**src/scks_pkg.sv**
```systemverilog
// Package: register map, field layout, timing constants and types
package scks_pkg;

  // APB register byte offsets
  localparam logic [7:0] ADDR_CTRL    = 8'h00; // Control and settings
  localparam logic [7:0] ADDR_STATUS  = 8'h04; // Live state (read only)
  localparam logic [7:0] ADDR_IRQ_ST  = 8'h08; // Sticky events (read only)
  localparam logic [7:0] ADDR_IRQ_EN  = 8'h0c; // Event enables
  localparam logic [7:0] ADDR_IRQ_CLR = 8'h10; // Event clear (write only)

  // Control register field positions
  localparam int CTRL_CATCH_LSB   = 0; // spin_catch_select[1:0]
  localparam int CTRL_STOPKEY_BIT = 2; // stop_key_enable
  localparam int CTRL_KEYPAD_BIT  = 3; // Keypad reference mode
  localparam int CTRL_OPEN_BIT    = 4; // Open-loop mode when set
  localparam int CTRL_VMODE_LSB   = 5; // Voltage mode [6:5]
  localparam int CTRL_ENABLE_BIT  = 7; // Drive enable

  // Reset values
  localparam logic [1:0] CATCH_RESET   = 2'h0;
  localparam logic       STOPKEY_RESET = 1'b0;
  localparam logic [7:0] CTRL_RESET    = 8'h00;

  // Event bit positions
  localparam int EV_START   = 0;
  localparam int EV_STOPKEY = 1;
  localparam int EV_TRIPCLR = 2;
  localparam int EV_UVCLR   = 3;
  localparam int EV_NUM     = 4;

  // Timing at a 10 MHz tick
  localparam int CLK_HZ       = 10_000_000;
  localparam int DETECT_MS    = 200;
  localparam int BOTHRUN_MS   = 60;
  localparam int DETECT_CYC   = DETECT_MS * (CLK_HZ / 1000);
  localparam int BOTHRUN_CYC  = BOTHRUN_MS * (CLK_HZ / 1000);

  // Catch-spinning setting decode
  typedef enum logic [1:0] {
    SCKS_CATCH_OFF = 2'h0,
    SCKS_CATCH_ALL = 2'h1,
    SCKS_CATCH_POS = 2'h2,
    SCKS_CATCH_NEG = 2'h3
  } scks_catch_t;

  // Voltage mode field
  typedef enum logic [1:0] {
    SCKS_VM_FIXED_BOOST  = 2'h0,
    SCKS_VM_SQUARE_LAW   = 2'h1,
    SCKS_VM_INITIAL_RAMP = 2'h2,
    SCKS_VM_EVERY_START  = 2'h3
  } scks_vmode_t;

  // Start outcome presented to the ramp logic
  typedef struct packed {
    logic        load;       // One-cycle load of the start reference
    logic        from_speed; // Load from motor speed, else zero
    logic [1:0]  dir_limit;  // 0 any, 1 positive only, 2 negative only
  } scks_start_t;

endpackage : scks_pkg

```
**src/scks_sequencer.sv**
```systemverilog
// Spin-catch start and stop-key sequencer with an APB register slave
//
// Added by the designer: the register addresses and the APB interface to the registers.
`timescale 1ns/1ps

module scks_sequencer
  import scks_pkg::*;
#(
  parameter int DETECT_CYCLES  = DETECT_CYC,
  parameter int BOTHRUN_CYCLES = BOTHRUN_CYC
)(
  input  wire logic        i_clk,
  input  wire logic        i_reset,
  input  wire logic        psel,
  input  wire logic        penable,
  input  wire logic        pwrite,
  input  wire logic [7:0]  paddr,
  input  wire logic [31:0] pwdata,
  output logic      [31:0] prdata,
  output logic             pready,
  output logic             pslverr,
  input  wire logic        i_stop_key,
  input  wire logic        i_run_fwd,
  input  wire logic        i_run_rev,
  input  wire logic        i_run,
  input  wire logic        i_trip,
  input  wire logic        i_uv_trip,
  input  wire logic        i_dc_link_ok,
  input  wire logic        i_detect_shorten,
  output logic             o_run,
  output logic             o_tripped,
  output logic             o_uv_tripped,
  output logic             o_detecting,
  output scks_start_t      o_start,
  output logic             o_irq
);

  // Pin synchronisers, two flops each
  logic [7:0] sync1;
  logic [7:0] sync2;
  always_ff @(posedge i_clk or posedge i_reset)
  begin
    if (i_reset)
    begin
      sync1 <= 8'h00;
      sync2 <= 8'h00;
    end
    else
    begin
      sync1 <= {i_detect_shorten, i_dc_link_ok, i_uv_trip, i_trip,
                i_run, i_run_rev, i_run_fwd, i_stop_key};
      sync2 <= sync1;
    end
  end

  logic key_s, fwd_s, rev_s, run_s, trip_s, uv_s, dcok_s, short_s;
  assign {short_s, dcok_s, uv_s, trip_s, run_s, rev_s, fwd_s, key_s} = sync2;

  // Control register
  logic [7:0] ctrl;
  logic [EV_NUM-1:0] irq_st;
  logic [EV_NUM-1:0] irq_en;
  logic [EV_NUM-1:0] ev;
  logic              latched_off; // Run refused until a release case
  wire  catch_on  = ctrl[CTRL_CATCH_LSB +: 2] != SCKS_CATCH_OFF;
  wire  open_loop = ctrl[CTRL_OPEN_BIT];
  wire  enable    = ctrl[CTRL_ENABLE_BIT];
  wire  [1:0] vmode = ctrl[CTRL_VMODE_LSB +: 2];
  // Keypad mode overrides the stop-key enable bit
  wire  key_enabled = ctrl[CTRL_STOPKEY_BIT] | ctrl[CTRL_KEYPAD_BIT];

  // APB slave: zero-wait, unmapped addresses answer with pslverr
  wire acc    = psel & penable;
  wire wr     = acc & pwrite;
  wire mapped = paddr == ADDR_CTRL || paddr == ADDR_STATUS ||
                paddr == ADDR_IRQ_ST || paddr == ADDR_IRQ_EN ||
                paddr == ADDR_IRQ_CLR;
  always_ff @(posedge i_clk or posedge i_reset)
  begin
    if (i_reset)
    begin
      pready  <= 1'b0;
      pslverr <= 1'b0;
      prdata  <= 32'h0000_0000;
    end
    else
    begin
      pready  <= psel & ~penable;
      pslverr <= psel & ~penable & ~mapped;
      prdata  <= 32'h0000_0000;
      if (psel & ~penable & ~pwrite)
      begin
        case (paddr)
          ADDR_CTRL:   prdata <= {24'h000000, ctrl};
          ADDR_STATUS: prdata <= {26'h0, o_detecting, o_uv_tripped,
                                  o_tripped, o_run, latched_off, enable};
          ADDR_IRQ_ST: prdata <= {28'h0, irq_st};
          ADDR_IRQ_EN: prdata <= {28'h0, irq_en};
          default:     prdata <= 32'h0000_0000;
        endcase
      end
    end
  end

  // Settings write; stop-key enable and catch reset to zero
  always_ff @(posedge i_clk or posedge i_reset)
  begin
    if (i_reset)
      ctrl <= CTRL_RESET;
    else if (wr && pready && paddr == ADDR_CTRL)
      ctrl <= pwdata[7:0];
  end

  // Stop-key edge, one action per press
  logic key_d;
  always_ff @(posedge i_clk or posedge i_reset)
  begin
    if (i_reset)
      key_d <= 1'b0;
    else
      key_d <= key_s;
  end
  wire key_press = key_s & ~key_d;

  // Forward and reverse held together for the release time
  logic [$clog2(BOTHRUN_CYCLES+1)-1:0] both_cnt;
  wire both_done = both_cnt == ($bits(both_cnt))'(BOTHRUN_CYCLES);
  always_ff @(posedge i_clk or posedge i_reset)
  begin
    if (i_reset)
      both_cnt <= '0;
    else if (!(fwd_s & rev_s))
      both_cnt <= '0;
    else if (!both_done)
      both_cnt <= both_cnt + 1'b1;
  end

  // Trip state; undervoltage needs the DC link, never the key
  logic tripped_q;
  wire  trip_clr = key_press & tripped_q & ~trip_s;
  wire  uv_clr   = o_uv_tripped & dcok_s & ~uv_s;
  always_ff @(posedge i_clk or posedge i_reset)
  begin
    if (i_reset)
    begin
      tripped_q    <= 1'b0;
      o_uv_tripped <= 1'b0;
    end
    else
    begin
      if (trip_s)
        tripped_q <= 1'b1;
      else if (trip_clr)
        tripped_q <= 1'b0;
      if (uv_s)
        o_uv_tripped <= 1'b1;
      else if (uv_clr)
        o_uv_tripped <= 1'b0;
    end
  end

  // Run latch-off after a stop key or trip removes the run
  wire  release_ok = ~(fwd_s | rev_s | run_s) | ~enable |
                     both_done | o_uv_tripped;
  wire  stop_ev = key_press & ((key_enabled & o_run) | tripped_q);
  always_ff @(posedge i_clk or posedge i_reset)
  begin
    if (i_reset)
      latched_off <= 1'b0;
    else if (stop_ev | trip_s)
      latched_off <= 1'b1;
    else if (release_ok)
      latched_off <= 1'b0;
  end

  // Run demand; the key press itself never raises run
  wire want_run = enable & (fwd_s | rev_s | run_s) & ~tripped_q &
                  ~o_uv_tripped & ~trip_s & ~uv_s & ~latched_off &
                  ~stop_ev;

  // Start sequencer
  typedef enum logic [1:0] {ST_IDLE, ST_DETECT, ST_RUN} scks_state_t;
  scks_state_t state;
  logic [$clog2(DETECT_CYCLES+1)-1:0] det_cnt;
  logic powered_first; // First enable since power-up still pending
  logic stopped_state; // Drive in stop state from a previous run
  wire  det_len_end = short_s ?
        det_cnt >= ($bits(det_cnt))'(DETECT_CYCLES / 2) :
        det_cnt >= ($bits(det_cnt))'(DETECT_CYCLES);
  wire  skip_detect = stopped_state |
        (powered_first && vmode == SCKS_VM_INITIAL_RAMP) |
        (vmode == SCKS_VM_EVERY_START);

  always_ff @(posedge i_clk or posedge i_reset)
  begin
    if (i_reset)
    begin
      state         <= ST_IDLE;
      det_cnt       <= '0;
      powered_first <= 1'b1;
      stopped_state <= 1'b0;
      o_run         <= 1'b0;
      o_detecting   <= 1'b0;
      o_start       <= '0;
    end
    else
    begin
      o_start.load <= 1'b0;
      case (state)
        ST_IDLE:
        begin
          if (want_run)
          begin
            powered_first <= 1'b0;
            o_start.dir_limit <= ctrl[CTRL_CATCH_LSB +: 2] ==
                                 SCKS_CATCH_POS ? 2'h1 :
                                 ctrl[CTRL_CATCH_LSB +: 2] ==
                                 SCKS_CATCH_NEG ? 2'h2 : 2'h0;
            if (open_loop && catch_on && !skip_detect)
            begin
              state       <= ST_DETECT;
              det_cnt     <= '0;
              o_detecting <= 1'b1;
            end
            else
            begin
              state              <= ST_RUN;
              o_run              <= 1'b1;
              o_start.load       <= 1'b1;
              // Open loop without test starts at zero, closed loop
              // follows the catch bit
              o_start.from_speed <= ~open_loop & catch_on;
            end
          end
        end
        ST_DETECT:
        begin
          if (!want_run)
          begin
            state       <= ST_IDLE;
            o_detecting <= 1'b0;
          end
          else if (det_len_end)
          begin
            state              <= ST_RUN;
            o_detecting        <= 1'b0;
            o_run              <= 1'b1;
            o_start.load       <= 1'b1;
            o_start.from_speed <= 1'b1;
          end
          else
            det_cnt <= det_cnt + 1'b1;
        end
        ST_RUN:
        begin
          if (!want_run)
          begin
            state         <= ST_IDLE;
            o_run         <= 1'b0;
            stopped_state <= 1'b1;
          end
        end
        default: state <= ST_IDLE;
      endcase
      if (!enable)
        stopped_state <= 1'b0;
    end
  end

  // Trip output registered
  always_ff @(posedge i_clk or posedge i_reset)
  begin
    if (i_reset)
      o_tripped <= 1'b0;
    else
      o_tripped <= tripped_q;
  end

  // Interrupts: set wins over clear
  assign ev = {uv_clr, trip_clr, key_press,
               o_start.load};
  always_ff @(posedge i_clk or posedge i_reset)
  begin
    if (i_reset)
    begin
      irq_st <= '0;
      irq_en <= '0;
      o_irq  <= 1'b0;
    end
    else
    begin
      if (wr && pready && paddr == ADDR_IRQ_EN)
        irq_en <= pwdata[EV_NUM-1:0];
      if (wr && pready && paddr == ADDR_IRQ_CLR)
        irq_st <= (irq_st & ~pwdata[EV_NUM-1:0]) | ev;
      else
        irq_st <= irq_st | ev;
      o_irq <= |(irq_st & irq_en);
    end
  end

  // Checks
  a_key_no_start: assert property (@(posedge i_clk) disable iff (i_reset)
    (state == ST_IDLE && stop_ev) |=> !o_run)
    else $error("stop key started the drive");
  a_trip_clear: assert property (@(posedge i_clk) disable iff (i_reset)
    trip_clr |=> !tripped_q ##0 !o_run)
    else $error("trip reset did not hold drive stopped");
  a_uv_key: assert property (@(posedge i_clk) disable iff (i_reset)
    (o_uv_tripped && !dcok_s) |=> o_uv_tripped)
    else $error("undervoltage cleared without link");
  a_stop_runs_off: assert property (@(posedge i_clk) disable iff (i_reset)
    (stop_ev && o_run) |=> ##1 !o_run)
    else $error("enabled stop key did not stop");
  a_keypad_force: assert property (@(posedge i_clk) disable iff (i_reset)
    (ctrl[CTRL_KEYPAD_BIT] && key_press && o_run && state == ST_RUN)
    |=> latched_off)
    else $error("keypad mode stop key ignored");
  a_detect_len: assert property (@(posedge i_clk) disable iff (i_reset)
    (state == ST_DETECT && det_cnt > ($bits(det_cnt))'(DETECT_CYCLES))
    |-> 1'b0)
    else $error("detection ran past its length");
  a_zero_start: assert property (@(posedge i_clk) disable iff (i_reset)
    (state == ST_IDLE && want_run && open_loop && !catch_on)
    |=> o_start.load && !o_start.from_speed)
    else $error("open-loop start not from zero");
  a_rerun_gate: assert property (@(posedge i_clk) disable iff (i_reset)
    latched_off |=> !o_run)
    else $error("run reapplied while latched off");
  a_press_once: assert property (@(posedge i_clk) disable iff (i_reset)
    key_press |=> !key_press)
    else $error("one press gave two events");

  c_detect: cover property (@(posedge i_clk) state == ST_DETECT ##1
    state == ST_RUN);
  c_trip_reset: cover property (@(posedge i_clk) trip_clr);
  c_both_rel: cover property (@(posedge i_clk) both_done && latched_off);

endmodule : scks_sequencer

```
**config.mk**
```make
export PLATFORM = sky130hd
export DESIGN_NAME = scks_sequencer
export DESIGN_NICKNAME = d
export VERILOG_FILES = /design/src/scks_pkg.sv /design/src/scks_sequencer.sv
export SDC_FILE = /design/constraint.sdc
export NUM_CORES = 1
export LEC_CHECK = 0
export BUFFER_PORTS_ARGS = -buffer_cell sky130_fd_sc_hd__buf_2
export CAP_MARGIN = 20
export CORE_UTILIZATION = 49
export CTS_BUF_LIST = sky130_fd_sc_hd__clkbuf_4
export CTS_CLUSTER_SIZE = 20
export DETAILED_ROUTE_END_ITERATION = 7
export PLACE_DENSITY = 0.72
export SETUP_SLACK_MARGIN = 0.02
export SLEW_MARGIN = 20
export SYNTH_ARGS = -nofsm -noshare
export SYNTH_HDL_FRONTEND = slang
export SYNTH_SLANG_ARGS = --single-unit
```
**constraint.sdc**
```tcl
create_clock -name i_clk -period 5.8 [get_ports i_clk]
set_input_delay 0.58 -clock i_clk [delete_from_list [all_inputs] [get_ports i_clk]]
set_output_delay 0.58 -clock i_clk [all_outputs]
set_load 0.005 [all_outputs]
```
# Word level (Yosys, flattened, before mapping)
# Index checks and enable logic that the tools add are counted.
# totals
inputBits	53
elab_cells	171
out_inout_bits	43
regBits	123
# classes
n_mux	44
add_sub_neg	2
reduce_logical	28
n_bitwise	49
eq_ne	22
magnitude_cmp	2
# ops
op	count
$mux W21	4
$pmux W21 S2	1
$mux W20	2
$pmux W8 S4	1
$add A21 B1 Y21 const B	1
$and A1 B1 Y1	21
$ge A21 B20 Y1 const B	1
$ge A21 B21 Y1 const B	1
$add A20 B1 Y20 const B	1
$eq A20 B20 Y1 const B	1
$mux W2	10
$mux W1	19
$ne A2 B2 Y1 const B	9
$eq A8 B4 Y1 const B	2
$not A1 Y1	13
$eq A2 B2 Y1 const B	5
$or A1 B1 Y1	10
$reduce_and A5 Y1	2
$reduce_bool A2 Y1	5
$and A4 B4 Y4	2
$eq A8 B3 Y1 const B	1
$eq A8 B5 Y1 const B	1
$logic_not A8 Y1	1
$mux W4	2
20 further kinds	31

# Logic depth before layout (Yosys ltp)
# logic_depth
ltp_word	12
ltp_mapped	7
mapped_depth_nobuf	7

# Worst setup path before layout
# No wires, ideal clock.
# synth_timing
path_type	input to register
from	in paddr[0]
to	reg ctrl[0]
slack_ns	3.774
path_buffers	0
cell_stages	4
required_time_ns	5.675
t_arrival_ns	1.901
setup_time_ns	0.125
cell_sequence	or4_1 > nor3_2 > nand2_1 > mux2_2
# synth_via
elab_chain_cells	2
# synth_rtl
item	line_no	rtl
start: declaration	scks_sequencer.sv:17	input wire logic [7:0] paddr,
$logic_not A8 Y1	scks_sequencer.sv:110	else if (wr && pready && paddr == ADDR_CTRL)
$logic_and A1 B1 Y1	scks_sequencer.sv:110	
end signal: assignment	scks_sequencer.sv:111	ctrl <= pwdata[7:0];
end: declaration	scks_sequencer.sv:60	logic [7:0] ctrl;
# No other way between the ends.
# A chain may end at the register's enable or synchronous reset.

# Final worst setup path
# layout_timing
from	reg det_cnt[7]
to	reg det_cnt[13]
# layout_via
elab_chain_cells	4
elab_cells_between_ends	9
cone_classes	add/sub: 1; order compare: 2; eq/ne: 1; mux: 4; reduce/logical: 1
# layout_rtl
item	line_no	rtl
start: declaration	scks_sequencer.sv:184	logic [$clog2(DETECT_CYCLES+1)-1:0] det_cnt;
start signal: assignment	scks_sequencer.sv:252	det_cnt <= det_cnt + 1'b1;
$add A21 B1 Y21 (tied with other cells)	scks_sequencer.sv:252	
$mux W21 or $mux W1 (tied branches)	scks_sequencer.sv:243, scks_sequencer.sv:187	
$mux W21 or $ne A2 B2 Y1 (tied branches)	n/a	
$pmux W21 S2 or $reduce_and A5 Y1 (tied branches)	n/a	
# Several ways; a longest one is shown, not always the timed one. The select of a mux whose other input is x is not followed.

==> results.md <==
- Die height: 99.54 µm
- Final wirelength: 8.806 mm
- Worst slew margin: 0.3317
- Post-Syn Area: 4662 µm²
- N_diodes: 0
- CTS sink cnt: 99
- Maximum clock rate: 400.8 MHz
- Fraction of registers with async set/reset: 1.000
- RR Startpoint: det_cnt[7]
- DRC violations left: 0
- Total CTS buffers: 9
- Status: complete, no violations
- Worst Tran Pin Value: 0.9970 ns
- Synth warnings: 0
- Pleak: 2.360 nW
- Main synth FF type: dfrtp_1
- CTS max path bufs: 2
- I/O pins: 96
- Synth cell types: 58
- Setup TNS: 0 ns
- Vias in the first global route: 3,255
- Cells after synthesis: 443
- # resized after CTS: 0
- Peak VDD IR: 0.0001435 V
- Synthesized area per cell: 10.52 µm²
- Post-CTS Repair Setup Buffers: 0
- Reg2Reg Setup Slack: 3.31 ns
- Worst hold path class: input pin to asynchronous set/reset pin
- # hold bufs at CTS: 0
- Vias/cell: 5.384
- Tmin final: 2.495 ns
- Arrival time worst endpoint: 2.89 ns
- Synth Register Bits: 99
- Maxcap violations: 0
- Post-synth top cells: dfrtp_1, nor2_1, nand2_1
- Non-filler instance count after layout: 623
- Kind of end point of the critical path: flop
- Reg clk slew, reported paths: 0.19 ns
- CP startpoint kind: flop
- Initial antenna violation count: 0
- Hold Vio Cnt, Final: 0
- Final Wtd Congestion: 0.8148
- Post-route ant nets: 0
- Vias: 3,354
- Hold WS: 0.08754 ns
- Root Driver: clkbuf_4
- PortBufs: 47
- Post-synth top area cell: dfrtp_1
- Sequential-to-total area share from yosys stat: 0.5317
- Pins over their slew limit: 0
- Pwr Total: 1.141 mW
- Post-DP HPWL: 6.193 mm
- Reg2reg end: det_cnt[13]
- Pwr dens: 224.5 nW/µm²
- Core region area: 9240 µm²
- Total grt overflow: 0
- Pin count of the biggest net entering global routing: 63
- Setup-failing EPs final: 0
- Final #Nets: 546
- Worst R2R Path Depth: 6
- CTS tree: done
- Kind of critical path: flop to flop
- Share of layout cells above drive strength 1: 0.1903
- Final period util: 0.4302
- DP Cell Count: 607
- RSZ-0062 raised after global routing: false
- Wire length of the first global-routing pass: 14.81 mm
- Most common cell in the netlist: dfrtp_1
- Clk_skew: 0.02373 ns
- Number of flops mapped to enable cells by yosys: 0
- Worst-skew pair later-pin latency: 0.47 ns
- Worst Path Required: 6.20 ns
- DR WL/cell: 14.13 µm
- Gr usage total: 0.1912
- Die Area: 9908 µm²
- CTS H-Tree Depth: 3
- 1st-pass router iterations: 4
- Num rows: 35
- Area growth syn-to-layout: 9.045%
- DRT iter0 DRCs: 115
- Synth top area share: 0.5260
- Initial core utilization: 0.5045
- Largest cells by area after synthesis: dfrtp_1, buf_4, nor2_1, mux2_2, nand2_1
- Die Width: 99.54 µm
- Critical path peak fanout: 18
final cells by class:
| type | instances | area, µm² |
|---|---|---|
| fillers | 810 | 4156 |
| flip-flops and latches | 99 | 2479 |
| multi-input cells | 316 | 1981 |
| repair buffers | 48 | 242.7 |
| well taps | 129 | 161.4 |
| clock inverters | 7 | 93.84 |
| clock buffers | 9 | 67.56 |
| inverters | 15 | 58.81 |
through the flow:
stage	worst slack, ns	area [µm²]	util
5_1_grt	3.126	5084	0.5502
2_1_floorplan	2.631	4748	-
4_1_cts	3.330	5084	0.5502
3_3_place_gp	3.420	4922	0.5327
3_5_place_dp	3.361	4922	0.5327
6_report	3.305	5084	0.5502
worst max-delay path by stage:
| stage | start | slack (ns) | to | cells after the start |
|---|---|---|---|---|
| after floorplan | i_reset | 2.63 | both_cnt[0] | 1 |
| after global placement | det_cnt[7] | 3.42 | det_cnt[13] | 6 |
| after detailed placement | state[1] | 3.36 | det_cnt[19] | 5 |
| after CTS | det_cnt[7] | 3.33 | det_cnt[13] | 6 |
| after global routing | det_cnt[7] | 3.13 | det_cnt[19] | 6 |
| final | det_cnt[7] | 3.31 | det_cnt[13] | 6 |
kinds of logic after synthesis:
family | share of synthesized area
adders and majority gates | 0.01074
DFF | 0.5317
AOI/OAI and AO/OA | 0.1098
and+or+nand+nor | 0.1922
muxes | 0.05717
xor gates and xnor gates | 0.03570
other | 0.0008044
buffers and inverters | 0.06200
routing by layer:
metal	vias to the layer above	wire length, µm	track usage
met2	93	4285	0.3237
met4	0	78	0.05769
met1	1624	4090	0.2431
met3	7	351	0.04779
met5	-	0	0
li1	1630	-	-
registers in the layout, indices dropped and copies added, names as in the netlist, 2 cells and up:
name      cells
both_cnt     20
prdata        8
irq_en        4
state         2
o_start       4
det_cnt      21
sync2         8
sync1         8
irq_st        4
ctrl          8
where the power goes:
part	internal, mW	switching (mW)
combinational	0.0175	0.0346
sequential	0.700	0.00661
clock	0.113	0.269
cell usage in the layout (no fill, tap or decap), drive strengths merged, types with 4 or more instances in the layout:
cell type / netlist / final
a21oi: 21 / 21
and3: 13 / 13
and4: 4 / 4
buf: 28 / 48
clkbuf: 8 / 9
conb: 1 / 24
dfrtp: 98 / 98
ha: 4 / 4
inv: 15 / 20
mux2: 13 / 13
mux4: 4 / 4
nand2: 37 / 37
nand2b: 4 / 4
nand3: 14 / 14
nand4: 8 / 8
nor2: 40 / 40
nor3: 8 / 8
o211ai: 4 / 4
o21ai: 28 / 28
o31ai: 6 / 6
or3: 17 / 17
xnor2: 4 / 4
xor2: 15 / 15
worst max-delay path, stage by stage, from the launching register on:
cell,delay (ns)
dfrtp_1,0.47
o31ai_1,0.31
a311oi_1,0.16
o211ai_2,0.52
o21ai_2,0.30
or4_1,0.53
a21oi_1,0.15
Note: power is estimated with default switching activity, not from simulation.
